$ cat config.mk
export PLATFORM = sky130hd
export DESIGN_NAME = bcs_sequencer
export DESIGN_NICKNAME = d
export VERILOG_FILES = /design/src/verilog/bcs_pkg.sv /design/src/verilog/bcs_icache.sv /design/src/verilog/bcs_sequencer.sv
export VERILOG_INCLUDE_DIRS = /design/src /design/src/verilog
export SDC_FILE = /design/constraint.sdc
export NUM_CORES = 2
export LEC_CHECK = 0
export ABC_AREA = 1
export BUFFER_PORTS_ARGS = -buffer_cell sky130_fd_sc_hd__buf_2
export CAP_MARGIN = 20
export CELL_PAD_IN_SITES_DETAIL_PLACEMENT = 2
export CELL_PAD_IN_SITES_GLOBAL_PLACEMENT = 2
export CORE_MARGIN = 3
export CORE_UTILIZATION = 43
export CTS_CLUSTER_DIAMETER = 150
export DETAILED_ROUTE_END_ITERATION = 8
export PLACE_DENSITY = 0.77
export SYNTH_ARGS = -nofsm -noshare
export SYNTH_HDL_FRONTEND = slang
export SYNTH_HIERARCHICAL = 1
export SYNTH_SLANG_ARGS = --single-unit
$ cat constraint.sdc
create_clock -name clk_i -period 6.9 [get_ports clk_i]
set_input_delay 1.38 -clock clk_i [delete_from_list [all_inputs] [get_ports clk_i]]
set_output_delay 1.38 -clock clk_i [all_outputs]
set_load 0.03 [all_outputs]
$ cat src/verilog/bcs_consts.svh
// Constants for the branch and cache sequencer: widths, offsets, fields.
// Assumes inclusion by bare name from bcs_pkg.sv and the design files.
`ifndef BCS_CONSTS_SVH
`define BCS_CONSTS_SVH

`define BCS_ADDR_W 24
`define BCS_INSTR_W 48
`define BCS_SETS 16
`define BCS_IDX_W 4
`define BCS_STK_DEPTH 5'h1E
`define BCS_SP_W 5
`define BCS_PADDR_W 12
`define BCS_REG_SECONDARY_MODE_REGISTER 12'h000
`define BCS_REG_STATUS 12'h004
`define BCS_CACHE_DISABLE_BIT_BIT 4
`define BCS_CACHE_FREEZE_BIT_BIT 19
`define BCS_ST_DIS_BIT 0
`define BCS_ST_FRZ_BIT 1
`define BCS_ST_STALL_BIT 2
`define BCS_ST_SP_LSB 8
`define BCS_RESET_VECTOR 24'h000000
`define BCS_STEP_SEQ 24'h000001
`define BCS_STEP_DELAYED 24'h000003

`endif

$ cat src/verilog/bcs_pkg.sv
// Types shared by the branch and cache sequencer files.
// Assumes bcs_consts.svh sits on the include path.
`include "bcs_consts.svh"

package bcs_pkg;

  typedef enum logic [3:0] {
    BCS_BR_JUMP = 4'b0001,
    BCS_BR_CALL = 4'b0010,
    BCS_BR_RTS = 4'b0100,
    BCS_BR_RTI = 4'b1000
  } bcs_branch_type;

  typedef enum logic [2:0] {
    BCS_TGT_ABS = 3'b001,
    BCS_TGT_REL = 3'b010,
    BCS_TGT_IND = 3'b100
  } bcs_target_type;

endpackage

$ cat src/verilog/bcs_icache.sv
// Two-way, sixteen-set instruction cache with one LRU bit per set.
// Assumes the sequencer gates lookups and fills by the mode bits.
`timescale 1ns/100ps
`include "bcs_consts.svh"

module bcs_icache
  import bcs_pkg::*;
(
  input wire logic clk_i,
  input wire logic rst_i,
  input wire logic [`BCS_ADDR_W-1:0] look_addr_i,
  input wire logic look_en_i,
  output logic hit_o,
  output logic [`BCS_INSTR_W-1:0] hit_instr_o,
  input wire logic fill_en_i,
  input wire logic [`BCS_ADDR_W-1:0] fill_addr_i,
  input wire logic [`BCS_INSTR_W-1:0] fill_instr_i
);

  logic valid_r [0:1][0:`BCS_SETS-1];
  logic [`BCS_ADDR_W-1:0] addr_r [0:1][0:`BCS_SETS-1];
  logic [`BCS_INSTR_W-1:0] instr_r [0:1][0:`BCS_SETS-1];
  logic lru_r [0:`BCS_SETS-1];

  wire [`BCS_IDX_W-1:0] look_set = look_addr_i[`BCS_IDX_W-1:0];
  wire [`BCS_IDX_W-1:0] fill_set = fill_addr_i[`BCS_IDX_W-1:0];
  wire hit0 = valid_r[0][look_set] && addr_r[0][look_set] == look_addr_i;
  wire hit1 = valid_r[1][look_set] && addr_r[1][look_set] == look_addr_i;
  wire fill_way = lru_r[fill_set];

  assign hit_o = hit0 | hit1;
  assign hit_instr_o = hit1 ? instr_r[1][look_set] : instr_r[0][look_set];

  always_ff @(posedge clk_i) begin
    if (rst_i) begin
      for (int s = 0; s < `BCS_SETS; s++) begin
        valid_r[0][s] <= 1'b0;
        valid_r[1][s] <= 1'b0;
        lru_r[s] <= 1'b0;
      end
    end else if (fill_en_i) begin
      // Fill the entry not used last (by fill or hit), then point LRU at the other
      valid_r[fill_way][fill_set] <= 1'b1;
      addr_r[fill_way][fill_set] <= fill_addr_i;
      instr_r[fill_way][fill_set] <= fill_instr_i;
      lru_r[fill_set] <= ~fill_way;
    end else if (look_en_i && hit_o) begin
      lru_r[look_set] <= hit0;
    end
  end
endmodule

$ cat src/verilog/bcs_sequencer.sv
// Fetch-side sequencer: three-stage pipeline, conflict cache, branches.
// Assumes a memory returning instr_i for fetch_addr_o in the same cycle
// and an execute stage that describes the instruction at pc_o.
//
// Function
// - Reset invalidates all cache entries; cache enabled and unfrozen.
// - Mode bit 4 set turns the cache off, clear turns it on.
// - Mode bit 19 set locks cache contents, clear allows replacement.
// - Frozen cache: a miss writes nothing and keeps LRU state.
// - Disabled cache neither supplies nor stores; every conflict stalls.
// - Freezing from instruction n still lets instruction n+2 be cached.
// - LRU per set: an entry leaves only after two other loads.
// - Call jumps and pushes next sequential address; jump pushes nothing.
// - Return fetches from top of return stack and pops it.
// - Interrupt return clears its latch bit and updates mask pointer.
// - Interrupt return pops status stack when status was pushed.
// - Direct targets absolute or PC-relative; indirect from address unit.
// - Conditional branches act only when the condition is true.
// - Immediate branch aborts the two following instructions into no-ops.
// - Immediate call pushes the decode-stage address.
// - Target fetched, then decoded, executes third cycle after branch.
// - Delayed branch loses no cycles; next two instructions execute.
// - Fetch, decode, execute pipeline at one instruction per cycle.
// - Cache: 32 pairs, 16 two-way sets by address LSBs, valid and LRU.
// - Conflict miss stalls one cycle, fetches, then fills if allowed.
// - Conflict hit supplies from cache alongside the data access.
//
// Decided for this implementation: the placing of the registers and the APB register port.
`timescale 1ns/100ps
`include "bcs_consts.svh"

module bcs_sequencer
  import bcs_pkg::*;
(
  input wire logic clk_i,
  input wire logic rst_i,
  input wire logic psel_i,
  input wire logic penable_i,
  input wire logic pwrite_i,
  input wire logic [`BCS_PADDR_W-1:0] paddr_i,
  input wire logic [31:0] pwdata_i,
  output logic [31:0] prdata_o,
  output logic pready_o,
  output logic pslverr_o,
  input wire logic [`BCS_INSTR_W-1:0] instr_i,
  output logic [`BCS_ADDR_W-1:0] fetch_addr_o,
  output logic [`BCS_INSTR_W-1:0] ex_instr_o,
  output logic [`BCS_ADDR_W-1:0] pc_o,
  output logic ex_valid_o,
  input wire logic ex_pm_data_i,
  input wire logic ex_branch_i,
  input wire logic ex_cond_i,
  input wire logic ex_delayed_i,
  input wire bcs_branch_type ex_kind_i,
  input wire bcs_target_type ex_src_i,
  input wire logic [`BCS_ADDR_W-1:0] ex_target_i,
  input wire logic [`BCS_ADDR_W-1:0] dag_addr_i,
  input wire logic ex_status_pushed_i,
  input wire logic [4:0] ex_irq_index_i,
  output logic stall_o,
  output logic latch_clear_o,
  output logic [4:0] latch_clear_index_o,
  output logic mask_ptr_update_o,
  output logic status_pop_o
);

  function automatic logic [`BCS_ADDR_W-1:0] addr_add(
    input logic [`BCS_ADDR_W-1:0] a,
    input logic [`BCS_ADDR_W-1:0] b
  );
    addr_add = a + b;
  endfunction

  // Mode bits and their delayed effective copies
  logic cache_disable_bit_r;
  logic cache_freeze_bit_r;
  logic dis_eff_r;
  logic frz_d1_r;
  logic frz_eff_r;

  // Pipeline registers
  logic [`BCS_ADDR_W-1:0] fetch_addr_r;
  logic [`BCS_ADDR_W-1:0] dec_addr_r;
  logic [`BCS_INSTR_W-1:0] dec_instr_r;
  logic dec_valid_r;
  logic [`BCS_ADDR_W-1:0] ex_addr_r;
  logic [`BCS_INSTR_W-1:0] ex_instr_r;
  logic ex_valid_r;
  logic fill_pend_r;
  logic stall_r;

  // Return-address stack
  logic [`BCS_ADDR_W-1:0] stk_r [0:`BCS_STK_DEPTH-1];
  logic [`BCS_SP_W-1:0] sp_r;

  // Interrupt-return strobes
  logic latch_clear_r;
  logic [4:0] clear_index_r;
  logic mask_upd_r;
  logic status_pop_r;

  // Bus slave
  logic pready_r;
  logic pslverr_r;
  logic [31:0] prdata_r;

  logic cache_hit;
  logic [`BCS_INSTR_W-1:0] cache_instr;

  // Branch decode for the instruction in execute
  wire taken = ex_valid_r & ex_branch_i & ex_cond_i;
  wire imm = taken & ~ex_delayed_i;
  wire is_call = ex_kind_i == BCS_BR_CALL;
  wire is_rti = ex_kind_i == BCS_BR_RTI;
  wire is_ret = (ex_kind_i == BCS_BR_RTS) | is_rti;
  wire stk_full = sp_r == `BCS_STK_DEPTH;
  wire stk_empty = sp_r == '0;
  wire [`BCS_SP_W-1:0] sp_dec = sp_r - 5'h01;
  wire [`BCS_ADDR_W-1:0] tos = stk_empty ? '0 : stk_r[sp_dec];
  wire push = taken & is_call & ~stk_full;
  wire pop = taken & is_ret & ~stk_empty;
  // Immediate call returns to N+1, delayed call to N+3
  wire [`BCS_ADDR_W-1:0] push_addr = ex_delayed_i ?
    addr_add(ex_addr_r, `BCS_STEP_DELAYED) : dec_addr_r;
  wire [`BCS_ADDR_W-1:0] direct_tgt = (ex_src_i == BCS_TGT_REL) ?
    addr_add(ex_addr_r, ex_target_i) : ex_target_i;
  wire [`BCS_ADDR_W-1:0] target = is_ret ? tos :
    (ex_src_i == BCS_TGT_IND) ? dag_addr_i : direct_tgt;

  // Conflict handling; a taken branch owns the fetch slot
  wire cache_on = ~dis_eff_r;
  wire conflict = ex_valid_r & ex_pm_data_i & ~taken;
  wire use_cache = conflict & cache_on & cache_hit;
  wire stall = conflict & ~use_cache;
  wire fill_we = fill_pend_r & cache_on & ~frz_eff_r;
  wire [`BCS_INSTR_W-1:0] fetch_instr = use_cache ? cache_instr : instr_i;

  wire [`BCS_ADDR_W-1:0] fetch_addr_nxt = taken ? target :
    stall ? fetch_addr_r :
    addr_add(fetch_addr_r, `BCS_STEP_SEQ);
  wire dec_valid_nxt = taken ? ~imm : ~stall;
  wire ex_valid_nxt = ~imm & dec_valid_r;

  // Register decode
  wire apb_acc = psel_i & penable_i & ~pready_r;
  wire apb_done = psel_i & penable_i & pready_r;
  wire sel_mode = paddr_i == `BCS_REG_SECONDARY_MODE_REGISTER;
  wire sel_stat = paddr_i == `BCS_REG_STATUS;
  wire wr_mode = apb_done & pwrite_i & sel_mode;
  wire apb_err = ~(sel_mode | (sel_stat & ~pwrite_i));
  logic [31:0] mode_rd;
  logic [31:0] stat_rd;
  always_comb begin
    mode_rd = '0;
    mode_rd[`BCS_CACHE_DISABLE_BIT_BIT] = cache_disable_bit_r;
    mode_rd[`BCS_CACHE_FREEZE_BIT_BIT] = cache_freeze_bit_r;
    stat_rd = '0;
    stat_rd[`BCS_ST_DIS_BIT] = dis_eff_r;
    stat_rd[`BCS_ST_FRZ_BIT] = frz_eff_r;
    stat_rd[`BCS_ST_STALL_BIT] = stall_r;
    stat_rd[`BCS_ST_SP_LSB +: `BCS_SP_W] = sp_r;
  end
  wire [31:0] rd_mux = sel_mode ? mode_rd : sel_stat ? stat_rd : '0;

  bcs_icache u_cache (
    .clk_i(clk_i),
    .rst_i(rst_i),
    .look_addr_i(fetch_addr_r),
    .look_en_i(conflict & cache_on),
    .hit_o(cache_hit),
    .hit_instr_o(cache_instr),
    .fill_en_i(fill_we),
    .fill_addr_i(fetch_addr_r),
    .fill_instr_i(instr_i)
  );

  always_ff @(posedge clk_i) begin
    if (rst_i) begin
      cache_disable_bit_r <= 1'b0;
      cache_freeze_bit_r <= 1'b0;
    end else if (wr_mode) begin
      cache_disable_bit_r <= pwdata_i[`BCS_CACHE_DISABLE_BIT_BIT];
      cache_freeze_bit_r <= pwdata_i[`BCS_CACHE_FREEZE_BIT_BIT];
    end
  end

  // Freeze lags two cycles so the fill after n's conflict still lands
  always_ff @(posedge clk_i) begin
    if (rst_i) begin
      dis_eff_r <= 1'b0;
      frz_d1_r <= 1'b0;
      frz_eff_r <= 1'b0;
    end else begin
      dis_eff_r <= cache_disable_bit_r;
      frz_d1_r <= cache_freeze_bit_r;
      frz_eff_r <= frz_d1_r;
    end
  end

  always_ff @(posedge clk_i) begin
    if (rst_i) begin
      fetch_addr_r <= `BCS_RESET_VECTOR;
      dec_valid_r <= 1'b0;
      ex_valid_r <= 1'b0;
      fill_pend_r <= 1'b0;
      stall_r <= 1'b0;
    end else begin
      fetch_addr_r <= fetch_addr_nxt;
      dec_valid_r <= dec_valid_nxt;
      ex_valid_r <= ex_valid_nxt;
      fill_pend_r <= stall;
      stall_r <= stall;
    end
  end

  // Data path carries no reset; valid bits qualify it
  always_ff @(posedge clk_i) begin
    dec_addr_r <= fetch_addr_r;
    dec_instr_r <= fetch_instr;
    ex_addr_r <= dec_addr_r;
    ex_instr_r <= dec_instr_r;
  end

  always_ff @(posedge clk_i) begin
    if (rst_i) begin
      sp_r <= '0;
    end else if (push) begin
      stk_r[sp_r] <= push_addr;
      sp_r <= sp_r + 5'h01;
    end else if (pop) begin
      sp_r <= sp_dec;
    end
  end

  always_ff @(posedge clk_i) begin
    if (rst_i) begin
      latch_clear_r <= 1'b0;
      clear_index_r <= '0;
      mask_upd_r <= 1'b0;
      status_pop_r <= 1'b0;
    end else begin
      latch_clear_r <= taken & is_rti;
      clear_index_r <= ex_irq_index_i;
      mask_upd_r <= taken & is_rti;
      status_pop_r <= taken & is_rti & ex_status_pushed_i;
    end
  end

  // One wait state: answer registered in the first access cycle
  always_ff @(posedge clk_i) begin
    if (rst_i) begin
      pready_r <= 1'b0;
      pslverr_r <= 1'b0;
      prdata_r <= '0;
    end else begin
      pready_r <= apb_acc;
      pslverr_r <= apb_acc & apb_err;
      if (apb_acc) begin
        prdata_r <= pwrite_i ? '0 : rd_mux;
      end
    end
  end

  assign prdata_o = prdata_r;
  assign pready_o = pready_r;
  assign pslverr_o = pslverr_r;
  assign fetch_addr_o = fetch_addr_r;
  assign ex_instr_o = ex_instr_r;
  assign pc_o = ex_addr_r;
  assign ex_valid_o = ex_valid_r;
  assign stall_o = stall_r;
  assign latch_clear_o = latch_clear_r;
  assign latch_clear_index_o = clear_index_r;
  assign mask_ptr_update_o = mask_upd_r;
  assign status_pop_o = status_pop_r;
endmodule

Word-level counts from Yosys, hierarchy flattened

Memory sizes are Yosys's and may differ from the RTL's. A register that Yosys moved wholly into a read port is not among the register bits.
Index checks and enable logic that the tools add are counted.

$add $sub $neg: 5
$lt $le $gt $ge: 2
Eq/ne operators: 10
Mux-type cells: 63
Bitwise operators: 42
Reduce and logical (&&, ||, !) cells: 9

Operator list:

| operator                                                          | count |
|---|---|
| 768-bit 2-to-1 mux                                                | 1 |
| 48-bit binary-select mux with 4-bit select                        | 2 |
| 384-bit 2-to-1 mux                                                | 1 |
| 48-bit 2-to-1 mux                                                 | 7 |
| 24-bit 2-to-1 mux                                                 | 12 |
| 24-bit binary-select mux with 4-bit select                        | 2 |
| 48-bit demux with 4-bit select                                    | 1 |
| 24-bit demux with 4-bit select                                    | 1 |
| 24-bit == test                                                    | 2 |
| 16-bit 2-to-1 mux                                                 | 3 |
| 20-bit 2-to-1 mux                                                 | 2 |
| 24-bit by 1-bit adder with 24-bit output (second input constant)  | 1 |
| 24-bit by 2-bit adder with 24-bit output (second input constant)  | 1 |
| 24-bit adder                                                      | 1 |
| 1-bit bitwise AND                                                 | 24 |
| 1-bit 2-to-1 mux                                                  | 22 |
| 16-bit OR reduction                                               | 1 |
| 13-bit 2-to-1 mux                                                 | 1 |
| 1-bit inverter                                                    | 13 |
| 12-bit by 3-bit == test with 1-bit output (second input constant) | 1 |
| 12-bit logical NOT                                                | 1 |
| 4-bit 2-to-1 mux                                                  | 3 |
| 5-bit 2-to-1 mux                                                  | 2 |
| 1-bit binary-select mux with 4-bit select                         | 2 |
| other kinds (18)                                                  | 24 |

Flip-flop bits (word level): 222
Memory bits (writable): 3072
Output and inout bits: 140
Word-level logic and storage cells: 156
Memories: 5

Memory list:

| name            | depth | bits a word | rd ports | clocked after memory_dff | wr ports | RTL line            | RTL |
|---|---|---|---|---|---|---|---|
| u_cache.instr_r | 2     | 768         | 2        | 0                        | 1        | bcs_icache.sv:22    | `` logic [`BCS_INSTR_W-1:0] instr_r [0:1][0:`BCS_SETS-1]; `` |
| u_cache.addr_r  | 2     | 384         | 2        | 0                        | 1        | bcs_icache.sv:21    | `` logic [`BCS_ADDR_W-1:0] addr_r [0:1][0:`BCS_SETS-1]; `` |
| stk_r           | 30    | 24          | 1        | 0                        | 1        | bcs_sequencer.sv:93 | `` logic [`BCS_ADDR_W-1:0] stk_r [0:`BCS_STK_DEPTH-1]; `` |
| u_cache.valid_r | 2     | 16          | 2        | 0                        | 2        | bcs_icache.sv:20    | `` logic valid_r [0:1][0:`BCS_SETS-1]; `` |
| u_cache.lru_r   | 16    | 1           | 1        | 1                        | 16       | bcs_icache.sv:23    | `` logic lru_r [0:`BCS_SETS-1]; `` |

Depth between registers and ports, before layout

Depth after elaboration: 15
Depth in mapped cells: 26

Hierarchy

The synthesis kept the hierarchy.

By module, submodules not included:

| module        | instances | cells each | area an instance (sq um) | sequential area each (sq um) |
|---|---|---|---|---|
| bcs_icache    | 1         | 7535       | 94398.0                  | 70307.4 |
| bcs_sequencer | 1         | 3652       | 38269.2                  | 25624.6 |

Least setup slack after synthesis

Ideal clock, no wire load.

Path type: flip-flop to flip-flop
From: register fetch_addr_r[0] (netlist: fetch_addr_o[0])
To: memory u_cache/addr_r[1][120] (netlist name) (enable)
Data arrival time: 5.402 ns
Required time: 6.397 ns
Path slack: 0.995 ns
Cell stages (with the launch flop): 11
Path buffers: 2
Clock period less this slack: 5.905 ns
Cell sequence: dfxtp_1 -> clkbuf_1 -> inv_1 -> nor2_1 -> a22oi_1 -> nand3_1 -> nand2_1 -> nand4_1 -> inv_1 -> clkbuf_1 -> nor2_1

Cells in the longest elaborated chain, start to end: 6
Elaborated cells on any way between the ends: 7
Classes of those cells: order compare (2); mux (3); bitwise (1); reduce/logical (1)

RTL lines:

| what                                                                                                              | RTL line             | RTL |
|---|---|---|
| start: declaration                                                                                                | bcs_sequencer.sv:82  | `` logic [`BCS_ADDR_W-1:0] fetch_addr_r; `` |
| start signal: assignment                                                                                          | bcs_sequencer.sv:202 | `` fetch_addr_r <= `BCS_RESET_VECTOR; `` |
| start signal: assignment                                                                                          | bcs_sequencer.sv:208 | `fetch_addr_r <= fetch_addr_nxt;` |
| 4-bit inverter with 5-bit output (not written as such) (*)                                                        | bcs_icache.sv:44     | `addr_r[fill_way][fill_set] <= fill_addr_i;` |
| 5-bit >= comparator (not written as such) / 5-bit by 1-bit < comparator with 1-bit output (equally long branches) | bcs_icache.sv:44     |  |
| 1-bit logical AND (not written as such)                                                                           | bcs_icache.sv:44     |  |
| 24-bit 2-to-1 mux (not written as such)                                                                           | bcs_icache.sv:44     |  |
| 24-bit demux with 4-bit select (*)                                                                                | bcs_icache.sv:44     |  |
| 384-bit 2-to-1 mux (not written as such) (*)                                                                      | bcs_icache.sv:44     |  |
| end: declaration                                                                                                  | bcs_icache.sv:21     |  |

Every way passes the cells marked *; elsewhere a longest branch is shown, timed or not.

Worst setup path in the final report

From: register fetch_addr_r[1] (netlist: fetch_addr_o[1])
To: register dec_instr_r[27]

Cells in the longest elaborated chain, start to end: 9
Elaborated cells on any way between the ends: 27
Classes of those cells: eq/ne (2); mux (20); bitwise (3); reduce/logical (2)

RTL lines:

| what                                                          | RTL line                           | RTL |
|---|---|---|
| 4-bit inverter with 5-bit output (not written as such)        | bcs_icache.sv:27, bcs_icache.sv:28 |  |
| 24-bit binary-select mux with 4-bit select (on tied branches) | bcs_icache.sv:27, bcs_icache.sv:28 |  |
| 24-bit 2-to-1 mux (on tied branches) (2 in series)            | bcs_icache.sv:27, bcs_icache.sv:28 |  |
| 24-bit == test (on tied branches)                             | bcs_icache.sv:27, bcs_icache.sv:28 |  |
| 1-bit logical AND (on tied branches)                          | bcs_icache.sv:27, bcs_icache.sv:28 |  |
| 1-bit OR (*)                                                  | bcs_icache.sv:31                   | `assign hit_o = hit0 \| hit1;` |
| via cache_hit                                                 | bcs_sequencer.sv:107               | `logic cache_hit;` |
| 1-bit bitwise AND (*)                                         | bcs_sequencer.sv:133               | `wire use_cache = conflict & cache_on & cache_hit;` |
| 48-bit 2-to-1 mux (*)                                         | bcs_sequencer.sv:136               | `` wire [`BCS_INSTR_W-1:0] fetch_instr = use_cache ? cache_instr : instr_i; `` |
| via fetch_instr[27]                                           | bcs_sequencer.sv:136               |  |
| end signal: assignment                                        | bcs_sequencer.sv:219               | `dec_instr_r <= fetch_instr;` |
| end: declaration                                              | bcs_sequencer.sv:84                | `` logic [`BCS_INSTR_W-1:0] dec_instr_r; `` |

The timed path passes the listed nets; every way through them passes the cells marked *. The select of a mux whose other input is x is not followed.
A chain may end at the register's enable or synchronous reset.

==> impl_metrics.env <==
export IMPL_start_util=0.433
export IMPL_r2r_setup_slack_ns=0.55
export IMPL_final_nets=11500
export IMPL_max_stage_delay_ns=0.76
export IMPL_antenna_found_initial=52
export IMPL_numCtsBuffers=356
export IMPL_track_usage=0.344
export IMPL_synth_cell_types=60
export IMPL_num_fill_cells=29700
export IMPL_crit_buf_inv=6
export IMPL_hold_path_end="ex_instr_o[44]"
export IMPL_path_max_fanout=116
export IMPL_clkSlewWorstSetupHoldPaths_ns=0.07
export IMPL_vias=99600
export IMPL_final_cell_mix="3040 x edfxtp_1, 2431 x nand2_1, 1400 x nand3_1"
export IMPL_clock_path_buffers=4
export IMPL_die_h_um=561
export IMPL_cts_setup_buffers=0
export IMPL_hold_depth=0
export IMPL_cp_common_cell="nand2_1"
export IMPL_postSynthAreaPerCell_sq_um=11.9
export IMPL_grt_pass1_vias=108000
export IMPL_setup_viol=0
export IMPL_num_rows=203
export IMPL_power_density_mw_per_mm2=306
export IMPL_route_detailed_drc=0
export IMPL_max_freq_mhz=158
export IMPL_multiInputGateArea_sq_mm=0.0323
export IMPL_min_from="dec_instr_r[44]"
export IMPL_crit_family="buffers and inverters"
export IMPL_seqCellArea_sq_mm=0.0960
export IMPL_avgRoutedWirePerCell_um=35.4
export IMPL_drv_slew=0
export IMPL_vias_per_cell=6.31
export IMPL_hold_viol=0
export IMPL_cts_resized=0
export IMPL_yosysSeqAreaShare=0.723
export IMPL_critical_path_class="flop to flop"
export IMPL_postRouteAntennaNets=0
export IMPL_die_area_sq_mm=0.315
export IMPL_finalCriticalPeriod_ns=6.35
export IMPL_netlist_instances=11200
export IMPL_ys_seq_elements=3272
export IMPL_relSlewSlack=0.134
export IMPL_final_period_utilization=0.920
export IMPL_htreeDepth=5
export IMPL_fin_util=0.493
export IMPL_drtIter0Drc=12700
export IMPL_clock_latency_ns=0.99
export IMPL_worstMarginPinSlew_ns=1.29
export IMPL_maxCapViolations=0
export IMPL_dr_pass1_iters=8
export IMPL_crit_path_end_kind="flop"
export IMPL_wl_mm=559
export IMPL_startpoint_type="flop"
export IMPL_ios=302
export IMPL_holdBufCountCts=0
export IMPL_finalClockSkew_ns=0.0803
export IMPL_async_flop_share=0
export IMPL_status="finished clean"
export IMPL_cp_data_required_time_ns=7.80
export IMPL_p_leak_nw=53.6
export IMPL_dieWidth_um=561
export IMPL_core_sq_mm=0.307
export IMPL_grt_max_degree=205
export IMPL_grt_pass1_wl_mm=792
export IMPL_synth_ff_type="edfxtp_1"
export IMPL_cts_tree="done"
export IMPL_post_dp_hpwl_mm=292
export IMPL_crit_arrival_ns=7.25
export IMPL_synth_area_sq_mm=0.133
export IMPL_grt_ovfl_total=0
export IMPL_cp_cell_sequence="inv_8, buf_4, nand3b_1, nand3_1, nand3_1, nand3_1, nand2_1, inv_1, nand2_1, nor2_1, nand2_1, nor2_1, nand3_4, nand2_4, nand2_4, clkinv_2, buf_4, buf_4, nand2_1, nand2_1"
export IMPL_syn_to_final_growth_pct=13.9
export IMPL_ir_worst_vdd_mv=0.203
export IMPL_cts_root_buf="clkbuf_16"
export IMPL_cts_num_sinks=3272
export IMPL_yosys_warnings=6
export IMPL_gp_congestion=0.844
export IMPL_portBuffers=249
export IMPL_worst_r2r_endpoint="dec_instr_r[27]"
export IMPL_drive_gt1_frac=0.0998
export IMPL_grt_setup_unrepaired="no"
export IMPL_crit_path_top_delay_cell="inv_8"
export IMPL_rr_worst_depth=20
export IMPL_r2r_start="fetch_addr_o[1]"
export IMPL_setup_tns_ns=0
export IMPL_min_path_type="flop to flop"
export IMPL_final_common_cell="edfxtp_1"
export IMPL_synth_edff_count=3040
worst max path at each step:
stage / start / endpoint / cells after the start
after floorplan: fetch_addr_o[0] / u_cache/addr_r[1][120] / 10
after CTS: fetch_addr_o[1] / dec_instr_r[27] / 20
after detailed placement: fetch_addr_o[1] / dec_instr_r[41] / 20
final: fetch_addr_o[1] / dec_instr_r[27] / 20
after global placement: fetch_addr_o[1] / dec_instr_r[36] / 20
after global routing: fetch_addr_o[1] / dec_instr_r[47] / 20
registers in the layout (all words and copies together), names as in the netlist, 5 cells and up:
signal / count
u_cache/lru_r: 16
fetch_addr_o: 24
dec_addr_r: 24
sp_r: 5
dec_instr_r: 48
prdata_o: 10
pc_o: 24
u_cache/valid_r: 32
stk_r: 720
u_cache/instr_r: 1536
u_cache/addr_r: 768
latch_clear_index_o: 5
ex_instr_o: 48
cell families (layout without fill, tap and decap cells):
| group | count (synthesis) | after routing | share of synthesized area |
|---|---|---|---|
| DFF | 3272 | 3272 | 0.723 |
| other | 1 | 46 | 0.0000283 |
| and+or+nand+nor | 4961 | 4961 | 0.156 |
| xor gates and xnor gates | 45 | 45 | 0.00325 |
| adders and majority gates | 31 | 31 | 0.00298 |
| buffers and inverters | 1200 | 1641 | 0.0386 |
| muxes | 10 | 10 | 0.000755 |
| AOI/OAI and AO/OA | 1667 | 1667 | 0.0753 |
where the power goes:
| group | switching [mW] | internal, mW | total [mW] | leakage, nW |
|---|---|---|---|---|
| combinational | 3.37 | 1.03 | 4.40 | 18.0 |
| sequential | 0.148 | 21.8 | 21.9 | 29.8 |
| clock | 8.73 | 11.2 | 20.0 | 5.74 |
routing by layer:
layer  global-route usage  up-vias  part of all wire
met5                    0        -           0.00025
met4                0.175       20             0.055
met3               0.0528     1524             0.079
met2                0.578     5407              0.49
met1                0.433    52400              0.37
li1                     -    40300                 -
through the flow:
step	setup slack [ns]	instances	hold slack, ns	total power [mW]	area, sq um
6_report	0.553	15800	0.287	46.3	151000
5_1_grt	0.553	15800	0.305	47.4	151000
4_1_cts	0.670	15700	0.286	46.3	151000
3_5_place_dp	0.958	15100	0.314	26.4	139000
3_3_place_gp	1.13	15100	0.316	26.1	139000
2_1_floorplan	0.995	11200	0.310	24.7	133000
synth_stat cells, types with 35 or more instances:
cell type | number | area share
a21oi_1 | 146 | 0.0055
buf_1 | 51 | 0.0014
buf_2 | 197 | 0.0074
buf_4 | 61 | 0.0035
clkbuf_1 | 390 | 0.011
dfxtp_1 | 232 | 0.035
edfxtp_1 | 3040 | 0.69
inv_1 | 467 | 0.013
nand2_1 | 2432 | 0.069
nand3_1 | 1400 | 0.053
nor2_1 | 1011 | 0.029
nor3_1 | 42 | 0.0016
o211ai_1 | 100 | 0.0057
o21ai_0 | 915 | 0.035
o21ai_1 | 35 | 0.0013
o221ai_1 | 243 | 0.016
o22ai_1 | 141 | 0.0066
layout make-up:
type,count,share of cell area
flip-flops and latches,3272,0.635
repair buffers,497,0.0270
multi-input cells,6736,0.213
diodes,24,0.000397
inverters,483,0.0123
clock inverters,178,0.0124
clock buffers,483,0.0656
well taps,4100,0.0339
Note: power is estimated with default switching activity, not from simulation.
